## src/rtc_regs_pkg.sv

```systemverilog
// Package for the year, weekday and alarm register block.
// Assumes a plain register port with 32-bit data and word byte addresses.
package rtc_regs_pkg;

   localparam int          ADDR_W           = 8;
   localparam int          DATA_W           = 32;
   localparam logic [7:0]  OFF_YEAR         = 8'h00;
   localparam logic [7:0]  OFF_WEEKDAY      = 8'h04;
   localparam logic [7:0]  OFF_ALM_SEC      = 8'h08;
   localparam logic [7:0]  OFF_ALM_MIN      = 8'h0C;
   localparam logic [7:0]  OFF_ALM_HOUR     = 8'h10;
   localparam logic [7:0]  OFF_UNLOCK0      = 8'h14;
   localparam logic [7:0]  OFF_UNLOCK1      = 8'h18;
   localparam logic [7:0]  OFF_IRQ_STATUS   = 8'h1C;
   localparam logic [7:0]  OFF_IRQ_ENABLE   = 8'h20;
   localparam logic [7:0]  OFF_IRQ_CLEAR    = 8'h24;
   localparam logic [7:0]  OFF_LOCK_STATE   = 8'h28;
   // Unlock key values are arbitrary.
   localparam logic [31:0] UNLOCK_KEY0      = 32'h1234_5678;
   localparam logic [31:0] UNLOCK_KEY1      = 32'h9ABC_DEF0;
   localparam int          TENS_POS         = 4;
   localparam int          MERIDIEM_POS     = 7;
   localparam logic [7:0]  RST_YEAR         = 8'h00;
   localparam logic [2:0]  RST_WEEKDAY      = 3'h0;
   localparam logic [6:0]  RST_ALM_SEC      = 7'h00;
   localparam logic [6:0]  RST_ALM_MIN      = 7'h00;
   localparam logic [7:0]  RST_ALM_HOUR     = 8'h00;
   localparam logic [6:0]  MASK_SEC         = 7'h7F;
   localparam logic [7:0]  MASK_HOUR        = 8'hBF;
   localparam logic [2:0]  WEEKDAY_MAX      = 3'h6;
   localparam logic [3:0]  BCD_MAX          = 4'h9;

   typedef struct packed {
      logic [6:0] seconds;
      logic [6:0] minutes;
      logic [7:0] hours;
   } time_t;

   typedef struct packed {
      logic              wr;
      logic              rd;
      logic [ADDR_W-1:0] addr;
      logic [DATA_W-1:0] wdata;
   } bus_req_t;

endpackage

```

## src/rtc_year_weekday_alarm_regs.sv

```systemverilog
// Year, weekday and alarm second/minute/hour registers with alarm interrupt.
// Assumes a single-cycle strobe register port and the running time on the same clock.
//
// Added by the designer: the strobed register port and the address map.
`timescale 1ns/100ps
module rtc_year_weekday_alarm_regs
   import rtc_regs_pkg::*;
(
   input  wire logic              I_CLK,
   input  wire logic              I_NRST,
   input  wire logic [ADDR_W-1:0] I_ADDR,
   input  wire logic [DATA_W-1:0] I_WDATA,
   input  wire logic              I_WR,
   input  wire logic              I_RD,
   input  wire logic [6:0]        I_NOW_SEC,
   input  wire logic [6:0]        I_NOW_MIN,
   input  wire logic [7:0]        I_NOW_HOUR,
   output logic [DATA_W-1:0]      O_RDATA,
   output logic [7:0]             O_YEAR,
   output logic [2:0]             O_WEEKDAY,
   output logic                   O_IRQ
);

   ////////////////////////////////////////////////////////////////////////////////
   // Helpers.

   function automatic logic [DATA_W-1:0] zext8(input logic [7:0] v);
      zext8 = {{(DATA_W-8){1'b0}}, v};
   endfunction

   function automatic logic bcd_ok(input logic [3:0] d);
      bcd_ok = (d <= BCD_MAX);
   endfunction

   ////////////////////////////////////////////////////////////////////////////////
   // Bus decode.

   bus_req_t req;
   logic     unlocked;
   logic     alarm_hit;

   assign req.wr    = I_WR;
   assign req.rd    = I_RD;
   assign req.addr  = I_ADDR;
   assign req.wdata = I_WDATA;

   wire wr_open   = I_WR && unlocked;
   wire wr_year   = wr_open && I_ADDR == OFF_YEAR;
   wire wr_wday   = wr_open && I_ADDR == OFF_WEEKDAY;
   wire wr_asec   = wr_open && I_ADDR == OFF_ALM_SEC;
   wire wr_amin   = wr_open && I_ADDR == OFF_ALM_MIN;
   wire wr_ahour  = wr_open && I_ADDR == OFF_ALM_HOUR;
   wire wr_ien    = I_WR && I_ADDR == OFF_IRQ_ENABLE;
   wire wr_iclr   = I_WR && I_ADDR == OFF_IRQ_CLEAR;

   rtc_unlock u_unlock (
      .i_clk      (I_CLK),
      .i_nrst     (I_NRST),
      .i_req      (req),
      .o_unlocked (unlocked)
   );

   ////////////////////////////////////////////////////////////////////////////////
   // Storage.

   logic [7:0] year;
   logic [2:0] weekday;
   logic [6:0] alm_sec;
   logic [6:0] alm_min;
   logic [7:0] alm_hour;
   logic       irq_status;
   logic       irq_enable;

   // Out-of-range values are stored as written, except that alarm hour bit 6 is cleared; software owns validity.
   always_ff @(posedge I_CLK) begin
      if (!I_NRST) year <= RST_YEAR;
      else if (wr_year) year <= I_WDATA[7:0];
   end

   always_ff @(posedge I_CLK) begin
      if (!I_NRST) weekday <= RST_WEEKDAY;
      else if (wr_wday) weekday <= I_WDATA[2:0];
   end

   always_ff @(posedge I_CLK) begin
      if (!I_NRST) alm_sec <= RST_ALM_SEC;
      else if (wr_asec) alm_sec <= I_WDATA[6:0] & MASK_SEC;
   end

   always_ff @(posedge I_CLK) begin
      if (!I_NRST) alm_min <= RST_ALM_MIN;
      else if (wr_amin) alm_min <= I_WDATA[6:0] & MASK_SEC;
   end

   always_ff @(posedge I_CLK) begin
      if (!I_NRST) alm_hour <= RST_ALM_HOUR;
      else if (wr_ahour) alm_hour <= I_WDATA[7:0] & MASK_HOUR;
   end

   ////////////////////////////////////////////////////////////////////////////////
   // Alarm compare and interrupt.

   time_t now_t;
   time_t alarm_t;
   assign now_t   = '{seconds: I_NOW_SEC, minutes: I_NOW_MIN, hours: I_NOW_HOUR};
   assign alarm_t = '{seconds: alm_sec, minutes: alm_min, hours: alm_hour};

   rtc_alarm_match u_match (
      .i_clk   (I_CLK),
      .i_nrst  (I_NRST),
      .i_now   (now_t),
      .i_alarm (alarm_t),
      .o_hit   (alarm_hit)
   );

   // A new event wins over a clear in the same cycle.
   wire next_status = alarm_hit | (irq_status & ~(wr_iclr & I_WDATA[0]));

   always_ff @(posedge I_CLK) begin
      if (!I_NRST) begin
         irq_status <= 1'b0;
         irq_enable <= 1'b0;
      end else begin
         irq_status <= next_status;
         if (wr_ien) irq_enable <= I_WDATA[0];
      end
   end

   assign O_IRQ = irq_status & irq_enable;

   ////////////////////////////////////////////////////////////////////////////////
   // Read path.

   logic [DATA_W-1:0] next_rdata;
   always_comb begin
      case (I_ADDR)
         OFF_YEAR:       next_rdata = zext8(year);
         OFF_WEEKDAY:    next_rdata = zext8({5'h00, weekday});
         OFF_ALM_SEC:    next_rdata = zext8({1'b0, alm_sec});
         OFF_ALM_MIN:    next_rdata = zext8({1'b0, alm_min});
         OFF_ALM_HOUR:   next_rdata = zext8(alm_hour);
         OFF_IRQ_STATUS: next_rdata = zext8({7'h00, irq_status});
         OFF_IRQ_ENABLE: next_rdata = zext8({7'h00, irq_enable});
         OFF_LOCK_STATE: next_rdata = zext8({7'h00, unlocked});
         default:        next_rdata = '0;
      endcase
   end

   always_ff @(posedge I_CLK) begin
      if (!I_NRST) O_RDATA <= '0;
      else if (I_RD) O_RDATA <= next_rdata;
      else O_RDATA <= '0;
   end

   assign O_YEAR    = year;
   assign O_WEEKDAY = weekday;

   ////////////////////////////////////////////////////////////////////////////////
   // Assertions.

   locked_wr_a: assert property (@(posedge I_CLK) disable iff (!I_NRST)
      I_WR && !unlocked && I_ADDR == OFF_YEAR |=> $stable(year))
      else $error("Year changed while locked.");

   year_write_a: assert property (@(posedge I_CLK) disable iff (!I_NRST)
      wr_year |=> year == $past(I_WDATA[7:0]))
      else $error("Year did not take the written value.");

   year_rsvd_a: assert property (@(posedge I_CLK) disable iff (!I_NRST)
      I_RD && I_ADDR == OFF_YEAR |=> O_RDATA[31:8] == 24'h00_0000)
      else $error("Year reserved bits nonzero.");

   wday_read_a: assert property (@(posedge I_CLK) disable iff (!I_NRST)
      I_RD && I_ADDR == OFF_WEEKDAY |=> O_RDATA[31:3] == 29'h0000_0000)
      else $error("Weekday upper bits nonzero.");

   sec_rsvd_a: assert property (@(posedge I_CLK) disable iff (!I_NRST)
      I_RD && I_ADDR == OFF_ALM_SEC |=> O_RDATA[31:7] == 25'h000_0000)
      else $error("Alarm seconds reserved bits nonzero.");

   min_write_a: assert property (@(posedge I_CLK) disable iff (!I_NRST)
      wr_amin |=> alm_min == $past(I_WDATA[6:0]))
      else $error("Alarm minutes not stored.");

   hour_bit6_a: assert property (@(posedge I_CLK) disable iff (!I_NRST)
      I_RD && I_ADDR == OFF_ALM_HOUR |=> O_RDATA[6] == 1'b0)
      else $error("Alarm hour bit six nonzero.");

   pm_flag_a: assert property (@(posedge I_CLK) disable iff (!I_NRST)
      wr_ahour |=> alm_hour[MERIDIEM_POS] == $past(I_WDATA[7]))
      else $error("PM flag not stored.");

   reset_zero_a: assert property (@(posedge I_CLK)
      !I_NRST |=> year == 8'h00 && weekday == 3'h0 && alm_hour == 8'h00)
      else $error("Registers not zero after reset.");

   alarm_irq_a: assert property (@(posedge I_CLK) disable iff (!I_NRST)
      alarm_hit && irq_enable && !wr_ien |=> O_IRQ)
      else $error("Alarm match did not raise interrupt.");

   alarm_own_a: assert property (@(posedge I_CLK) disable iff (!I_NRST)
      !wr_asec && !wr_amin && !wr_ahour |=> $stable(alarm_t))
      else $error("Alarm time changed without a write.");

   wday_locked_a: assert property (@(posedge I_CLK) disable iff (!I_NRST)
      I_WR && !unlocked && I_ADDR == OFF_WEEKDAY |=> $stable(weekday))
      else $error("Weekday changed while locked.");

   sec_locked_a: assert property (@(posedge I_CLK) disable iff (!I_NRST)
      I_WR && !unlocked && I_ADDR == OFF_ALM_SEC |=> $stable(alm_sec))
      else $error("Alarm seconds changed while locked.");

   min_locked_a: assert property (@(posedge I_CLK) disable iff (!I_NRST)
      I_WR && !unlocked && I_ADDR == OFF_ALM_MIN |=> $stable(alm_min))
      else $error("Alarm minutes changed while locked.");

   hour_locked_a: assert property (@(posedge I_CLK) disable iff (!I_NRST)
      I_WR && !unlocked && I_ADDR == OFF_ALM_HOUR |=> $stable(alm_hour))
      else $error("Alarm hours changed while locked.");

   lock_read_a: assert property (@(posedge I_CLK) disable iff (!I_NRST)
      I_RD && I_ADDR == OFF_LOCK_STATE |=> O_RDATA == {31'h0000_0000, $past(unlocked)})
      else $error("Lock state read wrong.");

   year_hold_a: assert property (@(posedge I_CLK) disable iff (!I_NRST)
      !wr_year |=> $stable(year))
      else $error("Year changed without a write.");

   year_read_a: assert property (@(posedge I_CLK) disable iff (!I_NRST)
      I_RD && I_ADDR == OFF_YEAR |=> O_RDATA[7:0] == $past(year))
      else $error("Year read wrong.");

   hour_rsvd_a: assert property (@(posedge I_CLK) disable iff (!I_NRST)
      I_RD && I_ADDR == OFF_ALM_HOUR |=> O_RDATA[31:8] == 24'h00_0000)
      else $error("Alarm hour reserved bits nonzero.");

   wday_write_a: assert property (@(posedge I_CLK) disable iff (!I_NRST)
      wr_wday |=> weekday == $past(I_WDATA[2:0]))
      else $error("Weekday did not take the written value.");

   wday_hold_a: assert property (@(posedge I_CLK) disable iff (!I_NRST)
      !wr_wday |=> $stable(weekday))
      else $error("Weekday changed without a write.");

   wday_value_a: assert property (@(posedge I_CLK) disable iff (!I_NRST)
      I_RD && I_ADDR == OFF_WEEKDAY |=> O_RDATA[2:0] == $past(weekday))
      else $error("Weekday read wrong.");

   sec_write_a: assert property (@(posedge I_CLK) disable iff (!I_NRST)
      wr_asec |=> alm_sec == $past(I_WDATA[6:0]))
      else $error("Alarm seconds not stored.");

   sec_read_a: assert property (@(posedge I_CLK) disable iff (!I_NRST)
      I_RD && I_ADDR == OFF_ALM_SEC |=> O_RDATA[6:0] == $past(alm_sec))
      else $error("Alarm seconds read wrong.");

   min_rsvd_a: assert property (@(posedge I_CLK) disable iff (!I_NRST)
      I_RD && I_ADDR == OFF_ALM_MIN |=> O_RDATA[31:7] == 25'h000_0000)
      else $error("Alarm minutes reserved bits nonzero.");

   min_read_a: assert property (@(posedge I_CLK) disable iff (!I_NRST)
      I_RD && I_ADDR == OFF_ALM_MIN |=> O_RDATA[6:0] == $past(alm_min))
      else $error("Alarm minutes read wrong.");

   hour_write_a: assert property (@(posedge I_CLK) disable iff (!I_NRST)
      wr_ahour |=> alm_hour[5:0] == $past(I_WDATA[5:0]) && !alm_hour[6])
      else $error("Alarm hours not stored.");

   hour_read_a: assert property (@(posedge I_CLK) disable iff (!I_NRST)
      I_RD && I_ADDR == OFF_ALM_HOUR |=> O_RDATA[7:0] == $past(alm_hour))
      else $error("Alarm hours read wrong.");

   alarm_reset_a: assert property (@(posedge I_CLK)
      !I_NRST |=> alm_sec == 7'h00 && alm_min == 7'h00 && !O_IRQ && O_RDATA == '0)
      else $error("Alarm or outputs not zero after reset.");

   status_set_a: assert property (@(posedge I_CLK) disable iff (!I_NRST)
      alarm_hit |=> irq_status)
      else $error("Alarm event did not set status.");

   status_hold_a: assert property (@(posedge I_CLK) disable iff (!I_NRST)
      irq_status && !(wr_iclr && I_WDATA[0]) |=> irq_status)
      else $error("Status dropped without a clear.");

   status_clear_a: assert property (@(posedge I_CLK) disable iff (!I_NRST)
      wr_iclr && I_WDATA[0] && !alarm_hit |=> !irq_status)
      else $error("Status not cleared.");

   // Covers for the main scenarios.
   cov_unlock: cover property (@(posedge I_CLK) $rose(unlocked));
   cov_year_wr: cover property (@(posedge I_CLK) wr_year);
   cov_alarm: cover property (@(posedge I_CLK) alarm_hit && irq_enable);
   cov_clr_race: cover property (@(posedge I_CLK) alarm_hit && wr_iclr);
   cov_bcd_year: cover property (@(posedge I_CLK)
      wr_year && bcd_ok(I_WDATA[7:4]) && bcd_ok(I_WDATA[3:0]));

endmodule // rtc_year_weekday_alarm_regs

```

## src/rtc_unlock.sv

```systemverilog
// Write-protect unlock sequencer: two keys in order open the registers.
// Assumes bus strobes are single cycle on the same clock.
`timescale 1ns/100ps
module rtc_unlock
   import rtc_regs_pkg::*;
(
   input  wire logic     i_clk,
   input  wire logic     i_nrst,
   input  wire bus_req_t i_req,
   output logic          o_unlocked
);

   typedef enum logic [1:0] {
      LK_LOCKED = 2'b00,
      LK_HALF   = 2'b01,
      LK_OPEN   = 2'b10
   } lock_state_t;

   lock_state_t state;
   lock_state_t next_state;
   wire         key0_hit = i_req.wr && i_req.addr == OFF_UNLOCK0 && i_req.wdata == UNLOCK_KEY0;
   wire         key1_hit = i_req.wr && i_req.addr == OFF_UNLOCK1 && i_req.wdata == UNLOCK_KEY1;
   wire         key_wr   = i_req.wr && (i_req.addr == OFF_UNLOCK0 || i_req.addr == OFF_UNLOCK1);

   // A wrong key write anywhere in the sequence relocks the block.
   always_comb begin
      next_state = state;
      case (state)
         LK_LOCKED: if (key0_hit) next_state = LK_HALF;
         LK_HALF: begin
            if (key1_hit) next_state = LK_OPEN;
            else if (key_wr) next_state = LK_LOCKED;
         end
         LK_OPEN: if (key_wr && !key0_hit && !key1_hit) next_state = LK_LOCKED;
         default: next_state = LK_LOCKED;
      endcase
   end

   always_ff @(posedge i_clk) begin
      if (!i_nrst) state <= LK_LOCKED;
      else state <= next_state;
   end

   assign o_unlocked = (state == LK_OPEN);

   lock_after_rst_a: assert property (@(posedge i_clk) !i_nrst |=> !o_unlocked)
      else $error("Unlocked right after reset.");

endmodule // rtc_unlock

```

## src/rtc_alarm_match.sv

```systemverilog
// Compares running time against alarm time and pulses on a new match.
// Assumes the running time arrives on the same clock.
`timescale 1ns/100ps
module rtc_alarm_match
   import rtc_regs_pkg::*;
(
   input  wire logic  i_clk,
   input  wire logic  i_nrst,
   input  wire time_t i_now,
   input  wire time_t i_alarm,
   output logic       o_hit
);

   logic matched;
   wire  equal = (i_now == i_alarm);

   always_ff @(posedge i_clk) begin
      if (!i_nrst) matched <= 1'b0;
      else matched <= equal;
   end

   // Only the first cycle of a match fires, so a held time raises one event.
   assign o_hit = equal && !matched;

   // A match that stands through reset fires once after release, so the
   // previous cycle only counts when it was out of reset.
   hit_needs_eq_a: assert property (@(posedge i_clk) disable iff (!i_nrst)
      o_hit |-> i_now == i_alarm && !($past(equal) && $past(i_nrst)))
      else $error("Alarm event without a fresh match.");

endmodule // rtc_alarm_match

```

## config.mk

```make
export PLATFORM = sky130hd
export DESIGN_NAME = rtc_year_weekday_alarm_regs
export DESIGN_NICKNAME = d
export VERILOG_FILES = /design/src/rtc_regs_pkg.sv /design/src/rtc_year_weekday_alarm_regs.sv /design/src/rtc_unlock.sv /design/src/rtc_alarm_match.sv
export SDC_FILE = /design/constraint.sdc
export NUM_CORES = 1
export LEC_CHECK = 0
export BUFFER_PORTS_ARGS = -buffer_cell sky130_fd_sc_hd__buf_2
export CAP_MARGIN = 10
export CORE_MARGIN = 10
export CORE_UTILIZATION = 49
export DETAILED_ROUTE_END_ITERATION = 10
export GPL_TIMING_DRIVEN = 0
export PLACE_DENSITY_LB_ADDON = 0.3
export RECOVER_POWER = 25
export SLEW_MARGIN = 25
export SYNTH_ARGS = -nofsm -noshare
export SYNTH_HDL_FRONTEND = slang
export SYNTH_SLANG_ARGS = --single-unit
```

## constraint.sdc

```tcl
create_clock -name I_CLK -period 3.21 [get_ports I_CLK]
set_input_delay 0 -clock I_CLK [delete_from_list [all_inputs] [get_ports I_CLK]]
set_output_delay 0 -clock I_CLK [all_outputs]
set_load 0.03 [all_outputs]
```

Yosys cells after proc, flatten, opt, wreduce, memory -nomap -nowiden
Index checks and enable logic that the tools add are counted.
{"block": "totals", "regBits": 69, "output_inout_bits": 44, "elab_cells": 63}
{"block": "op_classes", "eq_ne": 18, "mux": 6, "bitwise_logic": 5, "reduce_logical": 24}
{"operator": "one-hot mux 8 bit (8 select lines)", "count": 1}
{"operator": "== test 32 x 29 -> 1 bit, second input constant", "count": 1}
{"operator": "== test 32 bit, second input constant", "count": 1}
{"operator": "== test 8 x 5 -> 1 bit, second input constant", "count": 4}
{"operator": "== test 8 x 6 -> 1 bit, second input constant", "count": 3}
{"operator": "== test 22 bit", "count": 1}
{"operator": "== test 8 x 4 -> 1 bit, second input constant", "count": 2}
{"operator": "logical AND 1 bit", "count": 16}
{"operator": "== test 8 x 3 -> 1 bit, second input constant", "count": 1}
{"operator": "logical NOT 8 bit", "count": 1}
{"operator": "two-way mux 2 bit", "count": 4}
{"operator": "one-hot mux 2 bit (3 select lines)", "count": 1}
{"operator": "inequality test 2 x 1 -> 1 bit, second input constant", "count": 2}
{"operator": "bitwise AND 1 bit", "count": 3}
{"operator": "logical NOT 1 bit", "count": 3}
{"operator": "inequality test 3 x 1 -> 1 bit, second input constant", "count": 1}
{"operator": "AND reduction 3 bit", "count": 1}
{"operator": "== test 2 x 1 -> 1 bit, second input constant", "count": 1}
{"operator": "== test 2 bit, second input constant", "count": 1}
{"operator": "logical NOT 2 bit", "count": 1}
{"operator": "AND reduction 2 bit", "count": 1}
{"operator": "logical OR 1 bit", "count": 1}
{"operator": "inverter 1 bit", "count": 1}
{"operator": "bitwise OR 1 bit", "count": 1}

Logic depth before layout (Yosys ltp)
Gate-level depths: netlist of the first run.
{"block": "depth", "depth_word": 8, "mapped_depth": 6, "mapped_depth_nobuf": 4}

By module
A second synthesis of the first run with hierarchy kept.
{"block": "hier_totals", "cells_unflattened": 283, "hier_area_um2": 2702.6}
{"module": "rtc_year_weekday_alarm_regs", "instances": 1, "cells_each": 218, "area_each_um2": 2154.6, "seq_area_each_um2": 840.8}
{"module": "rtc_unlock", "instances": 1, "cells_each": 31, "area_each_um2": 276.5, "seq_area_each_um2": 40.0}
{"module": "rtc_alarm_match", "instances": 1, "cells_each": 34, "area_each_um2": 271.5, "seq_area_each_um2": 20.0}

Worst setup path after synthesis of the first run
No wires, ideal clock.
{"block": "synth_path", "kind": "flip-flop to flip-flop", "startpoint": "reg u_unlock.state[0]", "endpoint": "reg alm_min[0]", "setup_ps": 117, "arrival_time_ps": 1261, "required_time_ps": 3093, "path_slack_ps": 1833, "path_stages_with_launch": 6, "path_buffers": 1, "synth_period_minus_slack_ps": 1377, "path_cell_list": "dfxtp_1 -> and3b_1 -> clkbuf_1 -> nand4_2 -> mux2i_1 -> nor2b_1"}
{"block": "synth_between", "elab_chain_cells": 3}
{"element": "from (decl)", "line": "rtc_unlock.sv:19", "rtl": "lock_state_t state;"}
{"element": "from (signal assigned)", "line": "rtc_unlock.sv:41", "rtl": "else state <= next_state;"}
{"element": "== test 2 bit", "line": "rtc_unlock.sv:44", "rtl": "assign o_unlocked = (state == LK_OPEN);"}
{"element": "logical AND 1 bit", "line": "rtc_year_weekday_alarm_regs.sv:47", "rtl": "wire wr_open = I_WR && unlocked;"}
{"element": "logical AND 1 bit", "line": "rtc_year_weekday_alarm_regs.sv:51", "rtl": "wire wr_amin = wr_open && I_ADDR == OFF_ALM_MIN;"}
{"element": "to (signal assigned)", "line": "rtc_year_weekday_alarm_regs.sv:92", "rtl": "else if (wr_amin) alm_min <= I_WDATA[6:0] & MASK_SEC;"}
{"element": "to (decl)", "line": "rtc_year_weekday_alarm_regs.sv:69", "rtl": "logic [6:0] alm_min;"}
Every way passes these cells.
A chain may end at the register's enable or synchronous reset.

Final worst setup path of the first run
{"block": "layout_path", "startpoint": "reg u_unlock.state[0]", "endpoint": "reg alm_min[2]"}
Same word-level chain as after synthesis.

==> metrics.txt, run 1 <==
Distinct cells, synth 48; Tcrit/Tclk final 0.525; largest net degree at the start of global routing 14; Worst-Margin Slew 490 ps; Max transition margin 0.669; clock tree buffer depth 2; Worst Path Arrival about 1900 ps; Final Critical Period 1690 ps; FP Rows 27; Syn Inst Count approximately 270; Synth Flop Type dfxtp_1; CTS root buffer clkbuf_8; GRT Resource Usage Total 0.174; Max FO, Critical Path 7; PortBufs between 80 and 90; Final Wtd Congestion around 0.85; nets@finish 450; Post-Synth XOR/XNOR Area 0.0710; cts bufs inserted 5; post-route ant nets 0; DIE AREA a little under 9000 sq um; number of synthesized register bits 45; MaxCap Viol Count 0; antenna cell count 0; average wire per standard cell between 15 and 20 microns; TNS Setup 0 ps; die width 94.4 microns; outcome completed; vias around 2300; global-route wire length before repair 12400 microns; worst hold path class in2reg; vias in the first global route 2461; Post-DP HPWL around 6200 microns; layout cells sized above 1 0.309; Power Total between 1 and 1.5 mW; Setup crit start kind flip-flop; Area growth, synth to finish 24.9%; DRT Pass-1 Iters 4; Seq/Total Area, Yosys 0.332; starting density of the core 0.499; Adder-Cell Fraction of Synth Area 0; largest family of logic cells by synthesized area simple AND/OR/NAND/NOR gates; ys async rst share 0; mapped cell area 2720 sq um; Power Density approximately 320 nW/um^2; Max VDD drop 0.246 mV; YS warnings 0; H-Tree Depth 2; pre-CTS WS between 1500 and 2000 ps; crit end category flip-flop; final hold violations 0; kind of critical path reg2reg; Setup-failing EPs final 0; pins over their slew limit 0; clk_skew around 2.9 ps; synthesized area per cell between 10 and 15 sq um; Achievable Freq a little under 600 MHz; Post-synth EDFFs 0; Sink Count between 40 and 50; DR iter-0 viols approximately 170; P_leak roughly 1.6 nW; DIE HEIGHT ~94 microns; setup repair after global routing missed its margin false; initial antenna violation count 0; Synth Area in Simple Gates 0.279; Post-CTS Setup Bufs 0; # DRC 0; I/O pins 110; required time of the critical path about 3400 ps; Post-CTS Hold Buffers 2; TritonCTS clock tree yes; GR Overflow Total 0; vias per cell roughly 5.0; Routed WL 7740 microns; total core area between 5000 and 6000 sq um; Worst-Skew Late Latency roughly 310 ps; clk slew on worst S/H paths roughly 80 ps; post-synthesis mux area share 0.157; post_cts resized 0; Setup WS post-layout between 1500 and 2000 ps; Synth Area in Compound Gates 0.0682; # fillers approximately 510
==> layout make-up <==
cell class / instances / area (sq um) / area share
Clock buffer: 7 / 76.3 / 0.0225
Inverter: 2 / 7.51 / 0.00221
Tap cell: 72 / 90.1 / 0.0266
Timing Repair Buffer: 85 / 415 / 0.123
Clock inverter: 1 / 7.51 / 0.00221
Multi-Input combinational cell: 210 / 1650 / 0.487
Buffer: 35 / 240 / 0.0708
Sequential cell: 45 / 901 / 0.266
==> routing by layer <==
metal,share of wire,track usage
met1,0.43,0.210
met2,0.48,0.285
met3,0.076,0.0579
met4,0.010,0.0557
met5,0,0
==> path summary, 6_finish.rpt <==
path | from | to | slack, ps | cells past startpoint
max | u_unlock.state[0] | alm_min[2] | 1520 | 5
min | I_WDATA[6] | O_YEAR[6] | 9 | 3
max reg2reg | u_unlock.state[0] | alm_min[2] | 1520 | 5
min reg2reg | u_match.matched | irq_status | 420 | 1
==> through the flow <==
| stage | area, sq um | cells | hold WS (ps) | utilization |
|---|---|---|---|---|
| 2_1_floorplan | 2800 | 292 | 166 | - |
| 3_3_place_gp | 3310 | 447 | 301 | 0.608 |
| 3_5_place_dp | 3310 | 447 | 316 | 0.608 |
| 4_1_cts | 3410 | 457 | 6.04 | 0.627 |
| 5_1_grt | 3390 | 457 | 37.0 | 0.623 |
| 6_report | 3390 | 457 | 8.56 | 0.623 |
==> where the power goes <==
part | leakage [nW] | switching, mW | total [mW] | internal [mW]
logic | 1.25 | 0.106 | 0.185 | 0.0792
registers | 0.362 | 0.0000115 | 0.558 | 0.558
clock network | 0.0385 | 0.201 | 0.355 | 0.154
total | 1.65 | 0.307 | 1.10 | 0.791
==> cell usage after synthesis (all sizes together), types with 3 or more instances <==
cell type	count	area, sq um
buf	28	214
and3	3	18.8
nor4	10	123
xor2	21	184
dfxtp	45	901
and2	5	32.5
a22oi	6	45.0
mux2i	37	370
nand2	4	15.0
o2bb2ai	5	43.8
nand4	5	37.5
nor2b	34	213
o21ai	4	20.0
nand4b	4	35.0
clkbuf	7	26.3
nor2	8	30.0
nor4b	6	86.3
nand3	6	45.0
==> worst max-delay path: stages (launching register included) <==
cell and delay, ps:
dfxtp_1 360, and3b_1 220, clkbuf_1 270, nand4_2 390, mux2i_1 290, nor2b_1 60
==> logic make-up (layout without fill, tap and decap cells) <==
group / count (synthesis) / count (layout)
AO/OA/AOI/OAI: 25 / 25
XOR/XNOR: 22 / 22
buffers and inverters: 37 / 130
flip-flops: 45 / 45
multiplexers: 40 / 40
other: 1 / 24
AND/OR/NAND/NOR: 99 / 99
==> cells in the final DEF (no fill, tap or decap), drive strengths merged, types with 3 or more instances in the layout <==
cell,netlist,final
buf,28,95
mux2i,37,37
nor2b,34,34
nand3,6,6
nor4b,6,6
conb,1,24
nand4,5,5
a22oi,6,6
o21ai,4,4
xor2,21,21
nor4,10,10
nor2,8,8
clkbuf,7,30
and2,5,5
nand2,4,4
nand4b,4,4
and3,3,3
o2bb2ai,5,5
dfxtp,45,45
==> state kept, by name (all words and copies together) (netlist names) <==
register,cells
alm_hour,7
O_RDATA,8
alm_sec,7
irq_status,1
alm_min,7
O_YEAR,8
u_unlock.state,2
u_match.matched,1
irq_enable,1
O_WEEKDAY,3
Power figures use the tool's default switching activity.
==> run 2, diff against run 1 <==
- clock period: 3.21 -> 1.7 ns (I/O delays scaled with it)
==> run 2 against run 1 <==
Against the previous run: flip-flop and latch count stayed put; clock skew is 3.7 ps higher; first-iteration DRC count is 1.8% lower; critical path type unchanged; largest power group unchanged.
==> metrics.txt, run 2 (same netlist as run 1, synthesis figures left out) <==
DIE HEIGHT 94.4 microns (unchanged); Power Density 606 nW/um^2 (was 324 nW/um^2); GRT Resource Usage Total 0.174 (unchanged); starting density of the core 0.499 (unchanged); combinational power share 0.171 (was 0.169); total core area 5440 sq um (unchanged); DRT Pass-1 Iters 4 (unchanged); clock tree buffer depth 2 (unchanged); average wire per standard cell 17.1 microns (was 16.9 microns); Finished Layout Cells 456 (was 457); worst hold path class in2reg (unchanged); vias in the first global route 2461 (unchanged); Top delay family on crit path simple AND/OR/NAND/NOR gates (unchanged); Max FO, Critical Path 6 (was 7); Register Area 901 sq um (unchanged); crit end category flip-flop (unchanged); Int Pwr 1.49 mW (was 0.791 mW); pins over their slew limit 0 (unchanged); P_leak 1.65 nW (about the same); FP Rows 27 (unchanged); vias per cell 5.04 (was 5.03); WHS 10.2 ps (was 8.56 ps); crit-path cells and3b_1 -> nand3_1 -> mux2i_1 -> nor2b_1 (was and3b_1 -> clkbuf_1 -> nand4_2 -> mux2i_1 -> nor2b_1); TNS Setup 0 ps (unchanged); MaxCap Viol Count 0 (unchanged); Tcrit/Tclk final 0.923 (was 0.525); die width 94.4 microns (unchanged); clk_skew 6.68 ps (was 2.94 ps); global-route wire length before repair 12400 microns (unchanged); nets@finish 449 (was 450); TritonCTS clock tree yes (unchanged); setup repair after global routing missed its margin false (unchanged); CP max stage delay 470 ps (was 390 ps); Sink Count 45 (unchanged); CTS root buffer clkbuf_8 (unchanged); # fillers 505 (unchanged); Area growth, synth to finish 25.6% (was 24.9%); I/O pins 110 (unchanged); commonest cells after routing, fill and taps aside 67 x buf_2, 45 x dfxtp_1, 37 x mux2i_1, 34 x nor2b_1, 27 x buf_4 (unchanged); Setup crit start kind flip-flop (unchanged); Post-DP HPWL 6220 microns (unchanged); DR iter-0 viols 165 (was 168); final hold violations 0 (unchanged); worst r2r path cells 4 (was 5); Setup-failing EPs final 0 (unchanged); H-Tree Depth 2 (unchanged); Worst-Margin Slew 518 ps (was 490 ps); outcome completed (unchanged); most common cell after layout, fill and taps aside buf_2 (unchanged); Final Wtd Congestion 0.849 (unchanged); Clk network pwr share 0.320 (was 0.324); required time of the critical path 1900 ps (was 3410 ps); cts bufs inserted 5 (unchanged); GR Overflow Total 0 (unchanged); Slowest cell on crit path and3b_1 (was nand4_2); WP buf/inv 0 (was 1); antenna cell count 0 (unchanged); clk slew on worst S/H paths 80 ps (about the same); switch share 0.278 (was 0.280); # DRC 0 (unchanged); placed cell count 447 (unchanged); Post-CTS Setup Bufs 0 (unchanged); Sw Pwr 0.575 mW (was 0.307 mW); largest net degree at the start of global routing 14 (unchanged); PortBufs 83 (unchanged); Worst-Skew Late Latency 310 ps (about the same); post-route ant nets 0 (unchanged); Max VDD drop 0.456 mV (was 0.246 mV); layout cells sized above 1 0.310 (was 0.309); Achievable Freq 637 MHz (was 593 MHz); Crit. path cell count 4 (was 5); initial antenna violation count 0 (unchanged); Max transition margin 0.652 (was 0.669); footprint of the multi-input gates 1680 sq um (was 1650 sq um); Routed WL 7790 microns (was 7740 microns); hold depth 3 (unchanged); Worst Path Arrival 1770 ps (was 1890 ps); kind of critical path reg2reg (unchanged); power share of the sequential group 0.509 (was 0.508); Final Critical Period 1570 ps (was 1690 ps); DIE AREA 8920 sq um (unchanged); vias 2298 (unchanged)
[run 2: repair_timing]
item	4_1_cts	5_1_grt
setup endpoints to repair	0	19
gates resized for setup	0	3
hold endpoints to repair	2	0
hold buffers	2	0
[run 2: layout make-up]
cell class / count / area share
clock buffers: 7 / 0.0224
multi-input cells: 210 / 0.492
repair buffers: 85 / 0.122
well taps: 72 / 0.0264
inverters: 2 / 0.00220
plain buffers: 34 / 0.0693
flip-flops and latches: 45 / 0.264
clock inverters: 1 / 0.00220
[run 2: worst min-delay path: stages]
cell and delay, ps:
buf_2 120, mux2i_1 70, nor2b_1 90
[run 2: layer usage]
metal  global-route usage  vias to the layer above  share of wire
met5                    0                        -              0
met4               0.0557                        0          0.011
met3               0.0579                       10          0.082
met2                0.285                       86           0.48
met1                0.210                     1053           0.42
li1                     -                     1149              -
[run 2: final timing paths]
| kind | endpoint | slack [ps] | startpoint |
|---|---|---|---|
| max | O_WEEKDAY[2] | 130 | u_unlock.state[0] |
| min | O_YEAR[6] | 10 | I_WDATA[6] |
| max reg2reg | O_WEEKDAY[2] | 130 | u_unlock.state[0] |
| min reg2reg | irq_status | 420 | u_match.matched |
[run 2: per-stage QoR]
step           setup slack, ps  power (mW)  cell area, sq um  utilization
3_5_place_dp              49.5        1.42              3310        0.608
3_3_place_gp              82.7        1.41              3310        0.608
6_report                   130        2.07              3410        0.627
2_1_floorplan              323        1.28              2800            -
5_1_grt                   24.6        2.15              3410        0.627
4_1_cts                   38.7        2.07              3410        0.627
[run 2: power by group through the flow]
| stage | logic [mW] | clock network, mW | registers (mW) |
|---|---|---|---|
| 6_report | 0.353 | 0.663 | 1.05 |
| 5_1_grt | 0.379 | 0.721 | 1.05 |
| 4_1_cts | 0.344 | 0.668 | 1.05 |
| 3_5_place_dp | 0.339 | 0 | 1.08 |
| 3_3_place_gp | 0.337 | 0 | 1.08 |
| 2_1_floorplan | 0.207 | 0 | 1.08 |
